===== src/hdl/rmcg_defines.vh =====
// Register map, field positions and reset values of the run-mode clock gating block.
`ifndef RMCG_DEFINES_VH
`define RMCG_DEFINES_VH
`define RMCG_OFF_RUN_GATE   12'h100
`define RMCG_OFF_SLEEP_GATE 12'h110
`define RMCG_OFF_DEEP_GATE  12'h120
`define RMCG_OFF_MODE_CTRL  12'h060
`define RMCG_RUN_RESET      32'h00000040
`define RMCG_SLEEP_RESET    32'h00000040
`define RMCG_DEEP_RESET     32'h00000040
`define RMCG_CTRL_RESET     32'h00000000
`define RMCG_IMPL_MASK      32'h00000348
`define RMCG_BIT_WATCHDOG0_CLOCK_GATE       3
`define RMCG_BIT_LPD        6
`define RMCG_RATE_LO        8
`define RMCG_RATE_HI        9
`define RMCG_BIT_ACG        0
`define RMCG_BIT_MAXRATE_LO 1
`define RMCG_BIT_MAXRATE_HI 2
`define RMCG_MODE_RUN       2'h0
`define RMCG_MODE_SLEEP     2'h1
`define RMCG_MODE_DEEP      2'h2
`define RMCG_NUM_GATES      2
`define RMCG_ZERO32         32'h00000000
`define RMCG_CTRL_MASK      32'h00000007
`define RMCG_SEL_WATCHDOG0_CLOCK_GATE       2'h1
`define RMCG_SEL_LPD        2'h2
`define RMCG_RATE_RESET     2'h0
`endif


===== src/hdl/rmcg_gate_sync.v =====
// Glitch-free enable stage for one module clock gate.
`timescale 1ns/1ps
module rmcg_gate_sync #(
  parameter [0:0] RESET_ON = 1'b0
) (
  pclk,
  presetn,
  want_on,
  enable_q
);
  input  wire pclk;
  input  wire presetn;
  input  wire want_on;
  output reg  enable_q;
  reg         stage_q;

  // Enable changes only on the clock edge, so a latch-free gate sees no runt pulse.
  always @(negedge presetn or posedge pclk) begin
    if (!presetn) begin
      stage_q  <= RESET_ON;
      enable_q <= RESET_ON;
    end else begin
      stage_q  <= want_on;
      enable_q <= stage_q;
    end
  end
endmodule


===== src/hdl/rmcg_top.v =====
// Run-mode clock gating register block with APB slave and module enables.
//
// Contract
// - A set gating bit enables its module clock and a clear bit leaves the module unclocked.
// - An access to a module whose clock is off is answered with a bus fault.
// - All gating bits reset clear except those given another reset value.
// - Bit 6 gates the low-power domain module and resets to one, giving reset value 0x00000040.
// - Bit 3 is a read-write gate for watchdog 0 and resets to zero.
// - Bits 9:8 select the converter sample rate from 125K at 0x0 up to 1M at 0x3, reset 0x0, capped at the maximum rate in mode control bits 2:1.
// - Reserved bits 7, 5:4 and 2:0 are read-only zero and writes to them are ignored.
// - The run-mode register governs gating in run mode, and in every mode while automatic gating is clear.
// - With automatic gating set, the sleep registers govern gating in sleep modes.
`timescale 1ns/1ps
`include "rmcg_defines.vh"
module rmcg_top (
  pclk,
  presetn,
  psel,
  penable,
  pwrite,
  paddr,
  pwdata,
  prdata,
  pready,
  pslverr,
  power_mode,
  periph_sel,
  periph_access,
  lp_domain_clk_en,
  watchdog0_clock_gate_clk_en,
  converter_sample_rate,
  periph_fault
);
  input  wire        pclk;
  input  wire        presetn;
  input  wire        psel;
  input  wire        penable;
  input  wire        pwrite;
  input  wire [11:0] paddr;
  input  wire [31:0] pwdata;
  output reg  [31:0] prdata;
  output reg         pready;
  output reg         pslverr;
  input  wire [1:0]  power_mode;
  input  wire [1:0]  periph_sel;
  input  wire        periph_access;
  output wire        lp_domain_clk_en;
  output wire        watchdog0_clock_gate_clk_en;
  output reg  [1:0]  converter_sample_rate;
  output reg         periph_fault;

  // ==========================================================
  // Registers
  localparam [31:0] RUN_RESET = `RMCG_RUN_RESET;

  reg  [31:0] run_mode_clock_gate_0_q;
  reg  [31:0] sleep_mode_clock_gate_0_q;
  reg  [31:0] deep_sleep_clock_gate_0_q;
  reg  [31:0] run_clock_configuration_q;
  reg  [31:0] run_mode_clock_gate_0_d;
  reg  [31:0] sleep_mode_clock_gate_0_d;
  reg  [31:0] deep_sleep_clock_gate_0_d;
  reg  [31:0] run_clock_configuration_d;
  reg  [31:0] rdata_d;
  reg         hit_d;
  reg  [31:0] prdata_d;
  reg         pready_d;
  reg         pslverr_d;
  reg  [31:0] active_gate_d;
  reg  [1:0]  converter_sample_rate_d;
  reg         periph_fault_d;
  wire [1:0]  max_rate;
  wire [1:0]  rate_field;
  wire        auto_clock_gating;
  wire        access_wait;
  wire        wr_en;
  wire [31:0] wmask;
  wire        want_lpd;
  wire        want_watchdog0_clock_gate;
  wire        watchdog0_clock_gate_selected;
  wire        lpd_selected;
  wire        watchdog0_clock_gate_off;
  wire        lpd_off;

  assign access_wait       = psel & penable & ~pready;
  assign wr_en             = psel & penable & pwrite & pready;
  assign wmask             = pwdata & `RMCG_IMPL_MASK;
  assign max_rate          = run_clock_configuration_q[`RMCG_BIT_MAXRATE_HI:`RMCG_BIT_MAXRATE_LO];
  assign rate_field        = run_mode_clock_gate_0_q[`RMCG_RATE_HI:`RMCG_RATE_LO];
  assign auto_clock_gating = run_clock_configuration_q[`RMCG_BIT_ACG];

  // ==========================================================
  // Register write decode
  always @* begin
    run_mode_clock_gate_0_d   = run_mode_clock_gate_0_q;
    sleep_mode_clock_gate_0_d = sleep_mode_clock_gate_0_q;
    deep_sleep_clock_gate_0_d = deep_sleep_clock_gate_0_q;
    run_clock_configuration_d = run_clock_configuration_q;
    if (wr_en) begin
      case (paddr)
        `RMCG_OFF_RUN_GATE:   run_mode_clock_gate_0_d   = wmask;
        `RMCG_OFF_SLEEP_GATE: sleep_mode_clock_gate_0_d = wmask;
        `RMCG_OFF_DEEP_GATE:  deep_sleep_clock_gate_0_d = wmask;
        `RMCG_OFF_MODE_CTRL:  run_clock_configuration_d = pwdata & `RMCG_CTRL_MASK;
        default: begin
        end
      endcase
    end
  end

  always @(negedge presetn or posedge pclk) begin
    if (!presetn) begin
      run_mode_clock_gate_0_q   <= `RMCG_RUN_RESET;
      sleep_mode_clock_gate_0_q <= `RMCG_SLEEP_RESET;
      deep_sleep_clock_gate_0_q <= `RMCG_DEEP_RESET;
      run_clock_configuration_q <= `RMCG_CTRL_RESET;
    end else begin
      run_mode_clock_gate_0_q   <= run_mode_clock_gate_0_d;
      sleep_mode_clock_gate_0_q <= sleep_mode_clock_gate_0_d;
      deep_sleep_clock_gate_0_q <= deep_sleep_clock_gate_0_d;
      run_clock_configuration_q <= run_clock_configuration_d;
    end
  end

  // ==========================================================
  // APB read decode
  always @* begin
    rdata_d = `RMCG_ZERO32;
    hit_d   = 1'b1;
    case (paddr)
      `RMCG_OFF_RUN_GATE:   rdata_d = run_mode_clock_gate_0_q;
      `RMCG_OFF_SLEEP_GATE: rdata_d = sleep_mode_clock_gate_0_q;
      `RMCG_OFF_DEEP_GATE:  rdata_d = deep_sleep_clock_gate_0_q;
      `RMCG_OFF_MODE_CTRL:  rdata_d = run_clock_configuration_q;
      default:              hit_d   = 1'b0;
    endcase
  end

  // One wait state: pready rises in the second access cycle.
  always @* begin
    pready_d  = 1'b0;
    pslverr_d = 1'b0;
    prdata_d  = `RMCG_ZERO32;
    if (access_wait) begin
      pready_d  = 1'b1;
      pslverr_d = ~hit_d;
      prdata_d  = pwrite ? `RMCG_ZERO32 : rdata_d;
    end
  end

  always @(negedge presetn or posedge pclk) begin
    if (!presetn) begin
      pready  <= 1'b0;
      pslverr <= 1'b0;
      prdata  <= `RMCG_ZERO32;
    end else begin
      pready  <= pready_d;
      pslverr <= pslverr_d;
      prdata  <= prdata_d;
    end
  end

  // ==========================================================
  // Gate selection by power mode
  always @* begin
    active_gate_d = run_mode_clock_gate_0_q;
    if (auto_clock_gating) begin
      case (power_mode)
        `RMCG_MODE_SLEEP: active_gate_d = sleep_mode_clock_gate_0_q;
        `RMCG_MODE_DEEP:  active_gate_d = deep_sleep_clock_gate_0_q;
        default:          active_gate_d = run_mode_clock_gate_0_q;
      endcase
    end
  end

  assign want_lpd  = active_gate_d[`RMCG_BIT_LPD];
  assign want_watchdog0_clock_gate = active_gate_d[`RMCG_BIT_WATCHDOG0_CLOCK_GATE];

  rmcg_gate_sync #(
    .RESET_ON (RUN_RESET[`RMCG_BIT_LPD])
  ) u_lpd_gate (
    .pclk     (pclk),
    .presetn  (presetn),
    .want_on  (want_lpd),
    .enable_q (lp_domain_clk_en)
  );

  rmcg_gate_sync #(
    .RESET_ON (RUN_RESET[`RMCG_BIT_WATCHDOG0_CLOCK_GATE])
  ) u_watchdog0_clock_gate_gate (
    .pclk     (pclk),
    .presetn  (presetn),
    .want_on  (want_watchdog0_clock_gate),
    .enable_q (watchdog0_clock_gate_clk_en)
  );

  // ==========================================================
  // Module access decode
  assign watchdog0_clock_gate_selected = (periph_sel == `RMCG_SEL_WATCHDOG0_CLOCK_GATE);
  assign lpd_selected  = (periph_sel == `RMCG_SEL_LPD);
  assign watchdog0_clock_gate_off      = ~watchdog0_clock_gate_clk_en;
  assign lpd_off       = ~lp_domain_clk_en;

  // ==========================================================
  // Sample rate and access fault
  always @* begin
    converter_sample_rate_d = rate_field;
    if (rate_field > max_rate) begin
      converter_sample_rate_d = max_rate;
    end
    periph_fault_d = 1'b0;
    if (periph_access & watchdog0_clock_gate_selected) begin
      periph_fault_d = watchdog0_clock_gate_off;
    end
    if (periph_access & lpd_selected) begin
      periph_fault_d = lpd_off;
    end
  end

  always @(negedge presetn or posedge pclk) begin
    if (!presetn) begin
      converter_sample_rate <= `RMCG_RATE_RESET;
      periph_fault          <= 1'b0;
    end else begin
      converter_sample_rate <= converter_sample_rate_d;
      periph_fault          <= periph_fault_d;
    end
  end
endmodule


===== config.mk =====
export PLATFORM = sky130hd
export DESIGN_NAME = rmcg_top
export DESIGN_NICKNAME = d
export VERILOG_FILES = /design/src/hdl/rmcg_gate_sync.v /design/src/hdl/rmcg_top.v
export VERILOG_INCLUDE_DIRS = /design/src /design/src/hdl
export SDC_FILE = /design/constraint.sdc
export NUM_CORES = 1
export LEC_CHECK = 0
export BUFFER_PORTS_ARGS = -buffer_cell sky130_fd_sc_hd__buf_2
export CAP_MARGIN = 5
export CORE_MARGIN = 2
export CORE_UTILIZATION = 40
export DETAILED_ROUTE_END_ITERATION = 16
export GPL_ROUTABILITY_DRIVEN = 0
export PLACE_DENSITY = 0.74
export SYNTH_ARGS = -nofsm -noshare
export SYNTH_HDL_FRONTEND = slang
export SYNTH_SLANG_ARGS = --single-unit

===== constraint.sdc =====
create_clock -name pclk -period 2.37 [get_ports pclk]
set_input_delay 0.711 -clock pclk [delete_from_list [all_inputs] [get_ports pclk]]
set_output_delay 0.711 -clock pclk [all_outputs]
set_load 0.02 [all_outputs]

==> impl_results.md <==
* CP Data Arrival Time at 2.20 ns
* CP top delay family: simple AND/OR/NAND/NOR gates
* Area contributors post-synth: dfrtp_1, buf_4, mux2_2, dfstp_2, ha_1
* Worst setup margin at 0.333 ns
* Setup Skew at 0.00224 ns
* First-pass GRT wire length at 4480 um
* Vias per Instance at about 4.6
* Endpoint class of the critical path: flop
* Slew Viols, Final at 0
* Clk sinks at 31
* Setup crit start kind: input port
* Ant diodes at 0
* TritonCTS buffer count at 5
* Clock group share of total power at 0.385
* Grt ovf at 0
* Hold depth at 0
* Synth warn at 0
* Yosys reg bits at 31
* Root buffer cell: clkbuf_8
* Clk Latency, worst-skew pair at roughly 0.28 ns
* Int Power at 0.763 mW
* Area grow syn2layout at 17.9%
* Site row count at 23
* Worst r2r dst: deep_sleep_clock_gate_0_q[8]
* Crit path cell chain: buf_2, or3_4, or2_2, nor2_1, mux2_2
* Sw power at 0.274 mW
* CTS tree: built
* Syn Area/Cell at 11.7 um^2
* Sequential area share after synthesis at 0.486
* Critical path depth at 5
* Ys async rst share at 1.00
* Setup TNS Final at 0 ns
* Crit path launch: paddr[4]
* Largest net degree at the start of global routing at 32
* Die width at 67.4 um
* Worst hold path type: flop to flop
* Post-DP HPWL at 2160 um
* Yosys top cell by area: dfrtp_1
* Placement Cell Area at 0.00181 mm^2
* Reg-to-reg critical path startpoint: pready
* Syn Inst Count at 138
* Maximum vdd drop at 243 uV
* PortBufs at between 40 and 50
* GRT Overall Usage at 0.133
* Die Area at 0.00454 mm^2
* Fmax achieved at approximately 500 MHz
* CP max stage delay at ~0.40 ns
* Final wirelength at between 2000 and 3000 um
* Pre-CTS WS at 0.0410 ns
* DR DRC count at 0
* Logic pwr share at 0.101
* DRT Pass-1 Iters at 4
* R2r setup slk at 0.72 ns
* Slew headroom at 0.556
* WP buf/inv at 1
* Share of the synthesized area in the top cell type at 0.405
* Core ar. at 0.00394 mm^2
* Hold Vio Cnt, Final at 0
* Initial DRC Count at 26
* Number of synthesized flops with an enable pin at 0
* Deepest level of the CTS H-tree at 2
* Req. time, crit path at 2.54 ns
* Crit path kind: input port to flop
* Setup Buffers After CTS at 0
* Crit path capture: run_clock_configuration_q[0]
* Most used DFF post-synth: dfrtp_1
* Layout Cells excl Fill at 240
* Worst slew pin tran at 0.666 ns
* PD cells at 547 mW/mm^2
* Switching share of power at 0.264
* Crit share post-route at 0.859
* Initial Utilization at 0.408
* Initial antenna violation count at 0
* CTS Hold Buffers Added at 0
* CTS max path bufs at 2
* Clock slew at reported path FFs at 0.06 ns
* RSZ-0062 raised after global routing: no
* Finished Cell Area at 0.00190 mm^2
* Final design utilization at 0.481
* DR vias at ~1100
* Netlist cell types at 33
* Die Ht at 67.4 um
* Post-layout min period at 2.04 ns
* WL per Instance at 11.8 um
* Layout cell share with drive strength beyond 1 at 0.442
* Outcome: complete, no violations
* Ports at 93
* CTS resizes at 0
* Pleak at 0.997 nW
* CP max FO at 4
* Sequential Power Share at 0.514
* Final Net Count at ~250
* Vias in the first global route at 997
* HP Start: u_watchdog0_clock_gate_gate.stage_q
* Path depth of the worst reg2reg path at 4
* Placed insts at ~230
* Synthesized area at 0.00161 mm^2
* DRT antenna net count at 0
* Maxcap violations at 0
* Slowest-stage cell, CP: or3_4
* Count of final setup violators at 0
-- state kept, by name (all words and copies together) (netlist names) --
signal and count:
deep_sleep_clock_gate_0_q 4, pslverr 1, u_watchdog0_clock_gate_gate.stage_q 1, prdata 7
run_clock_configuration_q 3, run_mode_clock_gate_0_q 4, converter_sample_rate 2, u_lpd_gate.stage_q 1
sleep_mode_clock_gate_0_q 4, pready 1, periph_fault 1, u_watchdog0_clock_gate_gate.enable_q 1
u_lpd_gate.enable_q 1
-- cells in the mapped netlist (2+ instances only) --
| master | number |
|---|---|
| mux2_2 | 15 |
| and2_1 | 3 |
| nand2b_1 | 2 |
| a22oi_1 | 7 |
| o21ai_0 | 3 |
| nor2_1 | 12 |
| mux2_4 | 4 |
| nand2_1 | 3 |
| dfrtp_1 | 26 |
| dfstp_2 | 5 |
| a21oi_1 | 3 |
| buf_4 | 25 |
| inv_1 | 6 |
| ha_1 | 5 |
-- placed cells by master (no fill, tap or decap) --
cell type	instances
a21oi_1	3
a22oi_1	7
and2_1	3
and3_1	1
and3b_1	1
and4_1	1
buf_2	42
buf_4	5
clkbuf_8	5
clkinv_2	3
conb_1	25
dfrtp_1	26
dfstp_2	5
ha_1	5
inv_1	6
mux2_2	15
mux2_4	4
nand2_1	3
nand2b_1	2
nand3_1	1
nand3_2	1
nand3b_1	1
nand4b_1	1
nor2_1	12
nor2b_1	1
nor3_1	1
nor3b_1	1
nor4_2	1
nor4_4	1
o2111ai_1	1
o21ai_0	3
or2_2	1
or3_4	1
or4_1	1
-- through the flow --
| stage | power (mW) | hold slack [ns] |
|---|---|---|
| after floorplan | 0.632 | 0.331 |
| after global placement | 0.647 | 0.334 |
| after detailed placement | 0.649 | 0.337 |
| after CTS | 1.05 | 0.352 |
| after global routing | 1.08 | 0.364 |
| final | 1.04 | 0.349 |
-- worst min-delay path by stage --
stage	endpoint	slack [ns]
6_report	u_watchdog0_clock_gate_gate.enable_q	0.35
5_1_grt	u_lpd_gate.enable_q	0.36
3_5_place_dp	u_watchdog0_clock_gate_gate.enable_q	0.34
3_3_place_gp	u_watchdog0_clock_gate_gate.enable_q	0.33
4_1_cts	u_watchdog0_clock_gate_gate.enable_q	0.35
2_1_floorplan	u_watchdog0_clock_gate_gate.enable_q	0.33
-- metal layers --
layer | track usage | vias to the layer above | part of all wire
met2 | 0.208 | 58 | 0.44
met4 | 0.0459 | 0 | 0.017
met1 | 0.172 | 517 | 0.46
met3 | 0.0467 | 5 | 0.081
li1 | - | 524 | -
met5 | 0 | - | 0
-- worst reg2reg max path, delay by kind of cell, from the launching register on --
| family | cells | cell delay (ns) |
|---|---|---|
| mux | 1 | 0.35 |
| flops | 1 | 0.36 |
| simple gates | 3 | 0.84 |
-- logic make-up (layout without fill, tap and decap cells) --
group,Yosys count,count (layout),synth area share
other,1,25,0.00233
and+or+nand+nor,35,35,0.137
adders and majority gates,5,5,0.0389
buffers and inverters,33,61,0.136
muxes,19,19,0.142
AOI/OAI and AO/OA,14,14,0.0568
DFF,31,31,0.486
-- power groups by stage --
stage,clock [mW],combinational (mW),sequential [mW]
6_report,0.399,0.105,0.534
5_1_grt,0.432,0.118,0.533
4_1_cts,0.413,0.106,0.534
3_5_place_dp,0,0.106,0.543
3_3_place_gp,0,0.104,0.543
2_1_floorplan,0,0.0852,0.547
-- final cells by class --
| cell class | instances | area [um^2] |
|---|---|---|
| clock inverters | 3 | 15.0 |
| repair buffers | 47 | 248 |
| fillers | 372 | 2050 |
| well taps | 50 | 62.6 |
| flip-flops and latches | 31 | 782 |
| inverters | 6 | 22.5 |
| clock buffers | 5 | 68.8 |
| multi-input cells | 98 | 697 |
(Power assumes the default switching activity.)
